$ cat src/amst_map.svh
// amst_map.svh: field widths and timing constants of the async memory strobe sequencer
`ifndef AMST_MAP_SVH
`define AMST_MAP_SVH
`define AMST_ADDR_W 21
`define AMST_BANK_W 2
`define AMST_DATA_W 16
`define AMST_CS_W 4
`define AMST_CNT_W 6
`define AMST_WAITCNT_W 8
`define AMST_EW_STEP 16
`define AMST_WAIT_RELEASE 4
`define AMST_FIFO_DEPTH 8
`define AMST_REQ_W 42
`endif

$ cat src/amst_pkg.sv
// amst_pkg.sv: types of the async memory strobe sequencer
`include "amst_map.svh"
package amst_pkg;
   typedef logic [`AMST_CNT_W-1:0] amst_cnt_t;
   typedef logic [`AMST_WAITCNT_W-1:0] amst_wcnt_t;
   typedef enum logic [2:0] {
      AMST_IDLE = 3'b000,
      AMST_TURN = 3'b001,
      AMST_SETUP = 3'b010,
      AMST_STROBE = 3'b011,
      AMST_EXTW = 3'b100,
      AMST_REL = 3'b101,
      AMST_HOLD = 3'b110
   } amst_state_t;
endpackage : amst_pkg

$ cat src/amst_fifo.sv
// amst_fifo.sv: flip-flop request FIFO with valid/ready on both sides
`timescale 1ns/1ps
module amst_fifo #(
   parameter int WIDTH = 8,
   parameter int DEPTH = 8
) (
   input wire logic clk_i,
   input wire logic nrst_i,
   input wire logic in_valid_i,
   output logic in_ready_o,
   input wire logic [WIDTH-1:0] in_data_i,
   output logic out_valid_o,
   input wire logic out_ready_i,
   output logic [WIDTH-1:0] out_data_o
);
   localparam int AW = $clog2(DEPTH);
   logic [WIDTH-1:0] mem_r [DEPTH];
   logic [AW-1:0] wp_r, rp_r, wp_nxt, rp_nxt;
   logic [AW:0] cnt_r, cnt_nxt;
   logic push, pop;
   assign push = in_valid_i && (cnt_r != (AW+1)'(DEPTH));
   assign pop = out_ready_i && (cnt_r != '0);
   assign in_ready_o = (cnt_r != (AW+1)'(DEPTH));
   assign out_valid_o = (cnt_r != '0);
   assign out_data_o = mem_r[rp_r];
   always_comb begin
      wp_nxt = push ? wp_r + 1'b1 : wp_r;
      rp_nxt = pop ? rp_r + 1'b1 : rp_r;
      cnt_nxt = cnt_r + (AW+1)'(push) - (AW+1)'(pop);
   end
   always_ff @(posedge clk_i or negedge nrst_i) begin
      if (!nrst_i) begin
         wp_r <= '0;
         rp_r <= '0;
         cnt_r <= '0;
      end else begin
         wp_r <= wp_nxt;
         rp_r <= rp_nxt;
         cnt_r <= cnt_nxt;
      end
   end
   always_ff @(posedge clk_i) begin
      if (push) begin
         mem_r[wp_r] <= in_data_i;
      end
   end
endmodule : amst_fifo

$ cat src/amst_ctrl.sv
// amst_ctrl.sv: setup/strobe/hold sequencer for asynchronous SRAM and NOR flash
// How it works
// - with wait off, a read lasts read setup plus strobe plus hold cycles.
// - with wait on, a read grows sixteen cycles per external wait cycle.
// - address and bank are valid read-setup cycles before output enable falls.
// - address and bank stay unchanged read-hold cycles after output enable rises.
// - output enable stays low strobe cycles, plus sixteen per wait cycle.
// - output enable rises four cycles after the synchronised wait drops, six after the wait input drops.
// - select-strobe off, chip select falls at the start of read setup.
// - select-strobe on, chip select follows the strobe exactly for reads and writes.
// - select-strobe off, chip select stays low through read hold.
// - with wait off, a write lasts write setup plus strobe plus hold cycles.
// - with wait on, a write grows sixteen cycles per external wait cycle.
// - address and bank are valid write-setup cycles before write enable falls.
// - address and bank stay unchanged write-hold cycles after write enable rises.
// - select-strobe off, chip select falls write-setup cycles before write enable.
// - select-strobe off, chip select stays low through write hold.
// - setup, strobe, hold and turnaround counts and the wait limit are programmable inputs; the sixteen-cycle wait step and release are fixed.
// - wait cycles are counted from the wait input; the limit ends waiting.
// - write enable stays low strobe cycles, plus sixteen per wait cycle.
`timescale 1ns/1ps
`include "amst_map.svh"
module amst_ctrl (
   input wire logic clk_i,
   input wire logic nrst_i,
   // request stream: write flag, chip select index, bank, address, write data
   input wire logic req_valid_i,
   output logic req_ready_o,
   input wire logic req_write_i,
   input wire logic [1:0] req_cs_i,
   input wire logic [`AMST_BANK_W-1:0] req_bank_i,
   input wire logic [`AMST_ADDR_W-1:0] req_addr_i,
   input wire logic [`AMST_DATA_W-1:0] req_wdata_i,
   output logic rsp_valid_o,
   output logic [`AMST_DATA_W-1:0] rsp_rdata_o,
   output logic rsp_timeout_o,
   // configuration
   input wire logic select_strobe_i,
   input wire logic extended_wait_enable_i,
   input wire logic wait_polarity_i,
   input wire amst_pkg::amst_cnt_t turnaround_cycles_i,
   input wire amst_pkg::amst_cnt_t read_setup_cycles_i,
   input wire amst_pkg::amst_cnt_t read_strobe_cycles_i,
   input wire amst_pkg::amst_cnt_t read_hold_cycles_i,
   input wire amst_pkg::amst_cnt_t write_setup_cycles_i,
   input wire amst_pkg::amst_cnt_t write_strobe_cycles_i,
   input wire amst_pkg::amst_cnt_t write_hold_cycles_i,
   input wire amst_pkg::amst_wcnt_t max_wait_limit_i,
   output logic busy_o,
   // memory pins
   output logic [`AMST_CS_W-1:0] async_chip_select_n_o,
   output logic output_enable_n_o,
   output logic write_enable_n_o,
   output logic [`AMST_ADDR_W-1:0] ext_address_o,
   output logic [`AMST_BANK_W-1:0] ext_bank_address_o,
   input wire logic [`AMST_DATA_W-1:0] ext_data_i,
   output logic [`AMST_DATA_W-1:0] ext_data_o,
   output logic ext_data_oe_o,
   input wire logic memory_wait_in_i
);
   import amst_pkg::*;

   // ------------------------------------------------------------
   // request buffer
   // ------------------------------------------------------------
   logic f_valid, f_pop;
   logic [`AMST_REQ_W-1:0] f_data;
   amst_fifo #(.WIDTH(`AMST_REQ_W), .DEPTH(`AMST_FIFO_DEPTH)) u_fifo (
      .clk_i(clk_i),
      .nrst_i(nrst_i),
      .in_valid_i(req_valid_i),
      .in_ready_o(req_ready_o),
      .in_data_i({req_write_i, req_cs_i, req_bank_i, req_addr_i, req_wdata_i}),
      .out_valid_o(f_valid),
      .out_ready_i(f_pop),
      .out_data_o(f_data)
   );

   // ------------------------------------------------------------
   // wait input synchroniser
   // ------------------------------------------------------------
   logic wait_s1_r, wait_s2_r, wait_act;
   always_ff @(posedge clk_i or negedge nrst_i) begin
      if (!nrst_i) begin
         wait_s1_r <= 1'b0;
         wait_s2_r <= 1'b0;
      end else begin
         wait_s1_r <= memory_wait_in_i;
         wait_s2_r <= wait_s1_r;
      end
   end
   assign wait_act = wait_s2_r ^ wait_polarity_i;

   function automatic amst_cnt_t pick(input logic wr, input amst_cnt_t r, input amst_cnt_t w);
      pick = wr ? w : r;
   endfunction : pick

   // ------------------------------------------------------------
   // phase sequencer
   // ------------------------------------------------------------
   amst_state_t st_r, st_nxt;
   amst_cnt_t cnt_r, cnt_nxt;
   amst_wcnt_t ewc_r, ewc_nxt;
   logic [3:0] sub_r, sub_nxt;
   logic wr_r, wr_nxt, last_wr_r, last_wr_nxt, used_r, used_nxt;
   logic [1:0] csi_r, csi_nxt;
   logic [`AMST_BANK_W-1:0] ba_r, ba_nxt;
   logic [`AMST_ADDR_W-1:0] a_r, a_nxt;
   logic [`AMST_DATA_W-1:0] wd_r, wd_nxt, rd_r, rd_nxt;
   logic cs_nxt, oe_r, oe_nxt, we_r, we_nxt, doe_r, doe_nxt;
   logic [`AMST_CS_W-1:0] cs_n_r, cs_n_nxt;
   logic busy_r, busy_nxt;
   logic rv_r, rv_nxt, to_r, to_nxt, strobe_nxt;

   always_comb begin
      st_nxt = st_r;
      cnt_nxt = cnt_r;
      ewc_nxt = ewc_r;
      sub_nxt = sub_r;
      wr_nxt = wr_r;
      last_wr_nxt = last_wr_r;
      used_nxt = used_r;
      csi_nxt = csi_r;
      ba_nxt = ba_r;
      a_nxt = a_r;
      wd_nxt = wd_r;
      rd_nxt = rd_r;
      rv_nxt = 1'b0;
      to_nxt = to_r;
      f_pop = 1'b0;
      case (st_r)
         AMST_IDLE: begin
            if (f_valid) begin
               f_pop = 1'b1;
               {wr_nxt, csi_nxt, ba_nxt, a_nxt, wd_nxt} = f_data;
               ewc_nxt = '0;
               if (used_r && (f_data[`AMST_REQ_W-1] != last_wr_r)
                   && (turnaround_cycles_i != '0)) begin
                  st_nxt = AMST_TURN;
                  cnt_nxt = turnaround_cycles_i - 1'b1;
               end else begin
                  st_nxt = AMST_SETUP;
                  cnt_nxt = pick(f_data[`AMST_REQ_W-1], read_setup_cycles_i,
                                 write_setup_cycles_i) - 1'b1;
               end
            end
         end
         AMST_TURN: begin
            if (cnt_r == '0) begin
               st_nxt = AMST_SETUP;
               cnt_nxt = pick(wr_r, read_setup_cycles_i, write_setup_cycles_i) - 1'b1;
            end else begin
               cnt_nxt = cnt_r - 1'b1;
            end
         end
         AMST_SETUP: begin
            if (cnt_r == '0) begin
               st_nxt = AMST_STROBE;
               cnt_nxt = pick(wr_r, read_strobe_cycles_i, write_strobe_cycles_i) - 1'b1;
            end else begin
               cnt_nxt = cnt_r - 1'b1;
            end
         end
         AMST_STROBE: begin
            if (cnt_r == '0) begin
               if (extended_wait_enable_i && wait_act) begin
                  st_nxt = AMST_EXTW;
                  sub_nxt = 4'(`AMST_EW_STEP - 1);
                  ewc_nxt = 8'h01;
               end else begin
                  st_nxt = AMST_HOLD;
                  rd_nxt = ext_data_i;
                  cnt_nxt = pick(wr_r, read_hold_cycles_i, write_hold_cycles_i) - 1'b1;
               end
            end else begin
               cnt_nxt = cnt_r - 1'b1;
            end
         end
         AMST_EXTW: begin
            // strobe stretched in steps of sixteen cycles per wait cycle
            if (!wait_act) begin
               st_nxt = AMST_REL;
               cnt_nxt = 6'(`AMST_WAIT_RELEASE - 2);
            end else if (sub_r != '0) begin
               sub_nxt = sub_r - 1'b1;
            end else if (ewc_r >= max_wait_limit_i) begin
               st_nxt = AMST_HOLD;
               to_nxt = 1'b1;
               rd_nxt = ext_data_i;
               cnt_nxt = pick(wr_r, read_hold_cycles_i, write_hold_cycles_i) - 1'b1;
            end else begin
               sub_nxt = 4'(`AMST_EW_STEP - 1);
               ewc_nxt = ewc_r + 1'b1;
            end
         end
         AMST_REL: begin
            if (cnt_r == '0) begin
               st_nxt = AMST_HOLD;
               rd_nxt = ext_data_i;
               cnt_nxt = pick(wr_r, read_hold_cycles_i, write_hold_cycles_i) - 1'b1;
            end else begin
               cnt_nxt = cnt_r - 1'b1;
            end
         end
         AMST_HOLD: begin
            if (cnt_r == '0) begin
               st_nxt = AMST_IDLE;
               last_wr_nxt = wr_r;
               used_nxt = 1'b1;
               rv_nxt = !wr_r;
               if (wr_r) begin
                  to_nxt = to_r;
               end
            end else begin
               cnt_nxt = cnt_r - 1'b1;
            end
         end
         default: begin
            st_nxt = AMST_IDLE;
         end
      endcase
      if (st_r == AMST_IDLE && f_valid) begin
         to_nxt = 1'b0;
      end
      // pin levels for the state being entered
      strobe_nxt = (st_nxt == AMST_STROBE) || (st_nxt == AMST_EXTW) || (st_nxt == AMST_REL);
      oe_nxt = !(strobe_nxt && !wr_nxt);
      we_nxt = !(strobe_nxt && wr_nxt);
      if (select_strobe_i) begin
         cs_nxt = strobe_nxt;
      end else begin
         cs_nxt = (st_nxt == AMST_SETUP) || strobe_nxt || (st_nxt == AMST_HOLD);
      end
      doe_nxt = wr_nxt && ((st_nxt == AMST_SETUP) || strobe_nxt || (st_nxt == AMST_HOLD));
      // one-hot select decoded ahead of the flop so the pin is glitch free
      cs_n_nxt = ~({{(`AMST_CS_W-1){1'b0}}, cs_nxt} << csi_nxt);
      busy_nxt = (st_nxt != AMST_IDLE);
   end

   always_ff @(posedge clk_i or negedge nrst_i) begin
      if (!nrst_i) begin
         st_r <= AMST_IDLE;
         cnt_r <= '0;
         ewc_r <= '0;
         sub_r <= '0;
         wr_r <= 1'b0;
         last_wr_r <= 1'b0;
         used_r <= 1'b0;
         csi_r <= '0;
         ba_r <= '0;
         a_r <= '0;
         wd_r <= '0;
         rd_r <= '0;
         rv_r <= 1'b0;
         to_r <= 1'b0;
         cs_n_r <= {`AMST_CS_W{1'b1}};
         busy_r <= 1'b0;
         oe_r <= 1'b1;
         we_r <= 1'b1;
         doe_r <= 1'b0;
      end else begin
         st_r <= st_nxt;
         cnt_r <= cnt_nxt;
         ewc_r <= ewc_nxt;
         sub_r <= sub_nxt;
         wr_r <= wr_nxt;
         last_wr_r <= last_wr_nxt;
         used_r <= used_nxt;
         csi_r <= csi_nxt;
         ba_r <= ba_nxt;
         a_r <= a_nxt;
         wd_r <= wd_nxt;
         rd_r <= rd_nxt;
         rv_r <= rv_nxt;
         to_r <= to_nxt;
         cs_n_r <= cs_n_nxt;
         busy_r <= busy_nxt;
         oe_r <= oe_nxt;
         we_r <= we_nxt;
         doe_r <= doe_nxt;
      end
   end

   // ------------------------------------------------------------
   // outputs, all from flip-flops
   // ------------------------------------------------------------
   assign async_chip_select_n_o = cs_n_r;
   assign output_enable_n_o = oe_r;
   assign write_enable_n_o = we_r;
   assign ext_address_o = a_r;
   assign ext_bank_address_o = ba_r;
   assign ext_data_o = wd_r;
   assign ext_data_oe_o = doe_r;
   assign rsp_valid_o = rv_r;
   assign rsp_rdata_o = rd_r;
   assign rsp_timeout_o = to_r;
   assign busy_o = busy_r;
endmodule : amst_ctrl

$ cat config.mk
export PLATFORM = sky130hd
export DESIGN_NAME = amst_ctrl
export DESIGN_NICKNAME = d
export VERILOG_FILES = /design/src/amst_pkg.sv /design/src/amst_fifo.sv /design/src/amst_ctrl.sv
export VERILOG_INCLUDE_DIRS = /design/src
export SDC_FILE = /design/constraint.sdc
export NUM_CORES = 1
export LEC_CHECK = 0
export ABC_AREA = 1
export BUFFER_PORTS_ARGS = -buffer_cell sky130_fd_sc_hd__clkbuf_2
export CAP_MARGIN = 10
export CORE_MARGIN = 1.5
export CORE_UTILIZATION = 48
export CTS_BUF_LIST = sky130_fd_sc_hd__clkbuf_8
export DETAILED_ROUTE_END_ITERATION = 6
export PLACE_DENSITY_LB_ADDON = 0.05
export SLEW_MARGIN = 10
export SYNTH_ARGS = -nofsm -noshare
export SYNTH_HDL_FRONTEND = slang
export SYNTH_SLANG_ARGS = --single-unit
$ cat constraint.sdc
create_clock -name clk_i -period 8.8 [get_ports clk_i]
set_clock_uncertainty 0.2 [all_clocks]
set_input_delay 0.44 -clock clk_i [delete_from_list [all_inputs] [get_ports clk_i]]
set_output_delay 0.44 -clock clk_i [all_outputs]
set_load 0.005 [all_outputs]
==> results_dict.tcl <==
set metrics [dict create \
    status "finished clean" \
    syn_nets 1755 \
    synthesis.area_sq_um 18690 \
    nNetsFinal 2009 \
    required_ps 9140 \
    htree_levels 3 \
    power_density_nw_per_um2 327.1 \
    row_count 72 \
    cts-buffers-inserted 76 \
    arrival_ps 3580 \
    vias 13000 \
    io_pins 181 \
    grt_usage 0.2295 \
    slew_violations 0 \
    postLayoutCoreUtil 0.5757 \
    clk_path_buf_depth 3 \
    areaGrowthSynthToFinish_pct 18.77 \
    syn_inst 1616 \
    post_synth.cell_area_avg_sq_um 11.57 \
    die_h_microns 200.3 \
    finalHoldWorstSlack_ps 146.0 \
    path_cells "buf_4 > buf_4 > o21ai_0 > o221ai_1 > o211ai_1 > o21ai_0 > inv_1 > nand4_1" \
    grt_start_max_net_pins 93 \
    synth.largest_area_cell "edfxtp_1" \
    post_cts_resized 0 \
    max_slew.worst_pin.slew_ps 1085 \
    routedWlPerCell_microns 18.54 \
    max-vdd-ir-drop_mv 0.1984 \
    layout.cells.non_filler 2453 \
    coreArea_sq_um 38560 \
    grt_pass1_wl_mm 72.19 \
    synth.top_cell.area_share 0.5399 \
    drt-vias-per-instance 5.298 \
    slowest_delay_ps 740 \
    yosysWarnings 0 \
    slew_headroom 0.2765 \
    synthTopCellsByArea "edfxtp_1 54%, dfrtp_1 13%, o21ai_0 5.4%" \
    dieArea_sq_um 40130 \
    placed_cells_incl_taps 2248 \
    period_share 0.3678 \
    finalHoldViolations 0 \
    final_common_cell "edfxtp_1" \
    drt-total-wl_mm 45.47 \
    postCtsHoldBufs 62 \
    leakage_nw 8.804 \
    setup_viol 0 \
    place_hpwl_mm 24.52 \
    hp-class "in2reg" \
    period_needed_ps 3237 \
    crit_type "reg2reg" \
    drc 0 \
    ys_seq_area_frac 0.6782 \
    critPathLaunchType "flop" \
    initial_core_util 0.4847 \
    crit_fanout 90 \
    synth_cell_types 58 \
    fin_tns_setup_ps 0 \
    cts_tree "done" \
    rsz0062_at_grt "false" \
    synth.ff_latch_count 439 \
    endpoint_kind "flop" \
    fillers 3353 \
    clkSinkCount 439 \
    antenna_found_initial 1 \
    max_clock_freq_mhz 308.9 \
    drive_gt1_frac 0.1934 \
    final_cell_mix "336 x edfxtp_1, 230 x nand2_1, 200 x o21ai_0" \
    ant_nets 0 \
    gp_congestion 0.8602 \
    cts-root-buf "clkbuf_8" \
    first_pass_iters 5 \
    numPortBuffers 180 \
    fin_area_sq_um 22200 \
    initialDrtViolationCount 644 \
    clkTransAtPathRegs_ps 60 \
    drv_cap 0 \
    gr-total-overflow 0 \
    postCtsSetupBuffers 0 \
    critPathSlowestCell "buf_4" \
    grt_pass1_vias 13070 \
    die_w_microns 200.3 \
    place_area_sq_um 20070 \
    clkLatencyLatePin_ps 620 \
]
## routing by layer
| metal | wire length (microns) | up-vias | share of wire | GRT usage |
|---|---|---|---|---|
| li1 | - | 6275 | - | - |
| met1 | 20240 | 6320 | 0.45 | 0.3037 |
| met2 | 22180 | 322 | 0.49 | 0.3837 |
| met3 | 2108 | 78 | 0.046 | 0.04100 |
| met4 | 942 | 0 | 0.021 | 0.07787 |
| met5 | 0 | - | 0 | 0 |
## cells by family after synthesis
family / after synthesis / synth area share
XOR/XNOR: 17 / 0.007967
AND/OR/NAND/NOR: 573 / 0.1340
AO/OA/AOI/OAI: 353 / 0.1157
adder cells (fa/ha/maj): 24 / 0.01647
multiplexers: 4 / 0.002343
buffers and inverters: 206 / 0.04539
flip-flops: 439 / 0.6782
## path summary, 6_finish.rpt
path | start | endpoint | slack, ps | cells after the start
max | u_fifo.rp_r[0]$_DFFE_PN0P_ | async_chip_select_n_o[2]$_DFF_PN1_ | 5560 | 8
min | turnaround_cycles_i[5] | cnt_r[5]$_DFFE_PN0P_ | 150 | 7
max reg2reg | u_fifo.rp_r[0]$_DFFE_PN0P_ | async_chip_select_n_o[2]$_DFF_PN1_ | 5560 | 8
min reg2reg | wait_s1_r$_DFF_PN0_ | wait_s2_r$_DFF_PN0_ | 170 | 0
max in group asynchronous | nrst_i | u_fifo.rp_r[0]$_DFFE_PN0P_ | 6780 | 3
min in group asynchronous | nrst_i | used_r$_DFFE_PN0P_ | 200 | 2
## final cells by class
type | count | area (sq um) | area share
Sequential cell | 439 | 12680 | 0.5713
Multi-Input combinational cell | 971 | 5243 | 0.2362
Timing Repair Buffer | 260 | 1659 | 0.07475
Clock buffer | 90 | 1239 | 0.05581
Tap cell | 518 | 648.1 | 0.02920
Inverter | 122 | 471.7 | 0.02125
Clock inverter | 52 | 252.7 | 0.01139
Antenna cell | 1 | 2.502 | 0.0001127
## Yosys cell counts, drive strengths merged
library cell and n:
buf 24, nand4 11, xor2 9, inv 121
xnor2 8, clkbuf 60, o21ai 231, dfstp 6
o221ai 76, nand2 244, dfrtp 97, o31ai 2
o21bai 1, nor3 9, a211oi 1, a31oi 2
o22ai 7, nor4 2, mux2i 4, edfxtp 336
nor3b 1, o211ai 11, a21oi 15, or2 5
nor2 209, and2 2, nand3b 2, clkinv 1
o2111ai 2, a21o 1, nand3 88, o21a 1
o221a 1, ha 23, fa 1, a32o 1
a22oi 1
## power by group
group | total (W) | internal (W) | switching [W]
logic | 0.00258 | 0.000831 | 0.00175
registers | 0.00290 | 0.00270 | 0.000202
clock network | 0.00178 | 0.000961 | 0.000816
## worst max-delay path, delay by kind of cell, from the launching register on
kind            cells  cell delay, ps
simple gates        1             120
flops               1             460
buf+inv             3            1570
compound gates      4             770
## flip-flops by register name, summed over array words and instances (netlist names), 2 cells and up
signal / cells
ext_bank_address_o: 2
st_r: 3
u_fifo.rp_r: 3
u_fifo.wp_r: 3
u_fifo.mem_r: 336
async_chip_select_n_o: 4
ewc_r: 8
cnt_r: 6
csi_r: 2
ext_data_o: 16
u_fifo.cnt_r: 4
rsp_rdata_o: 16
sub_r: 4
ext_address_o: 21
## per-stage QoR
step	worst slack [ps]	total power, W
after floorplan	5335	0.004698
after global placement	5691	0.005471
after detailed placement	5585	0.005517
after CTS	5575	0.007344
after global routing	5281	0.007780
final	5563	0.007261
Power figures use the tool's default switching activity.
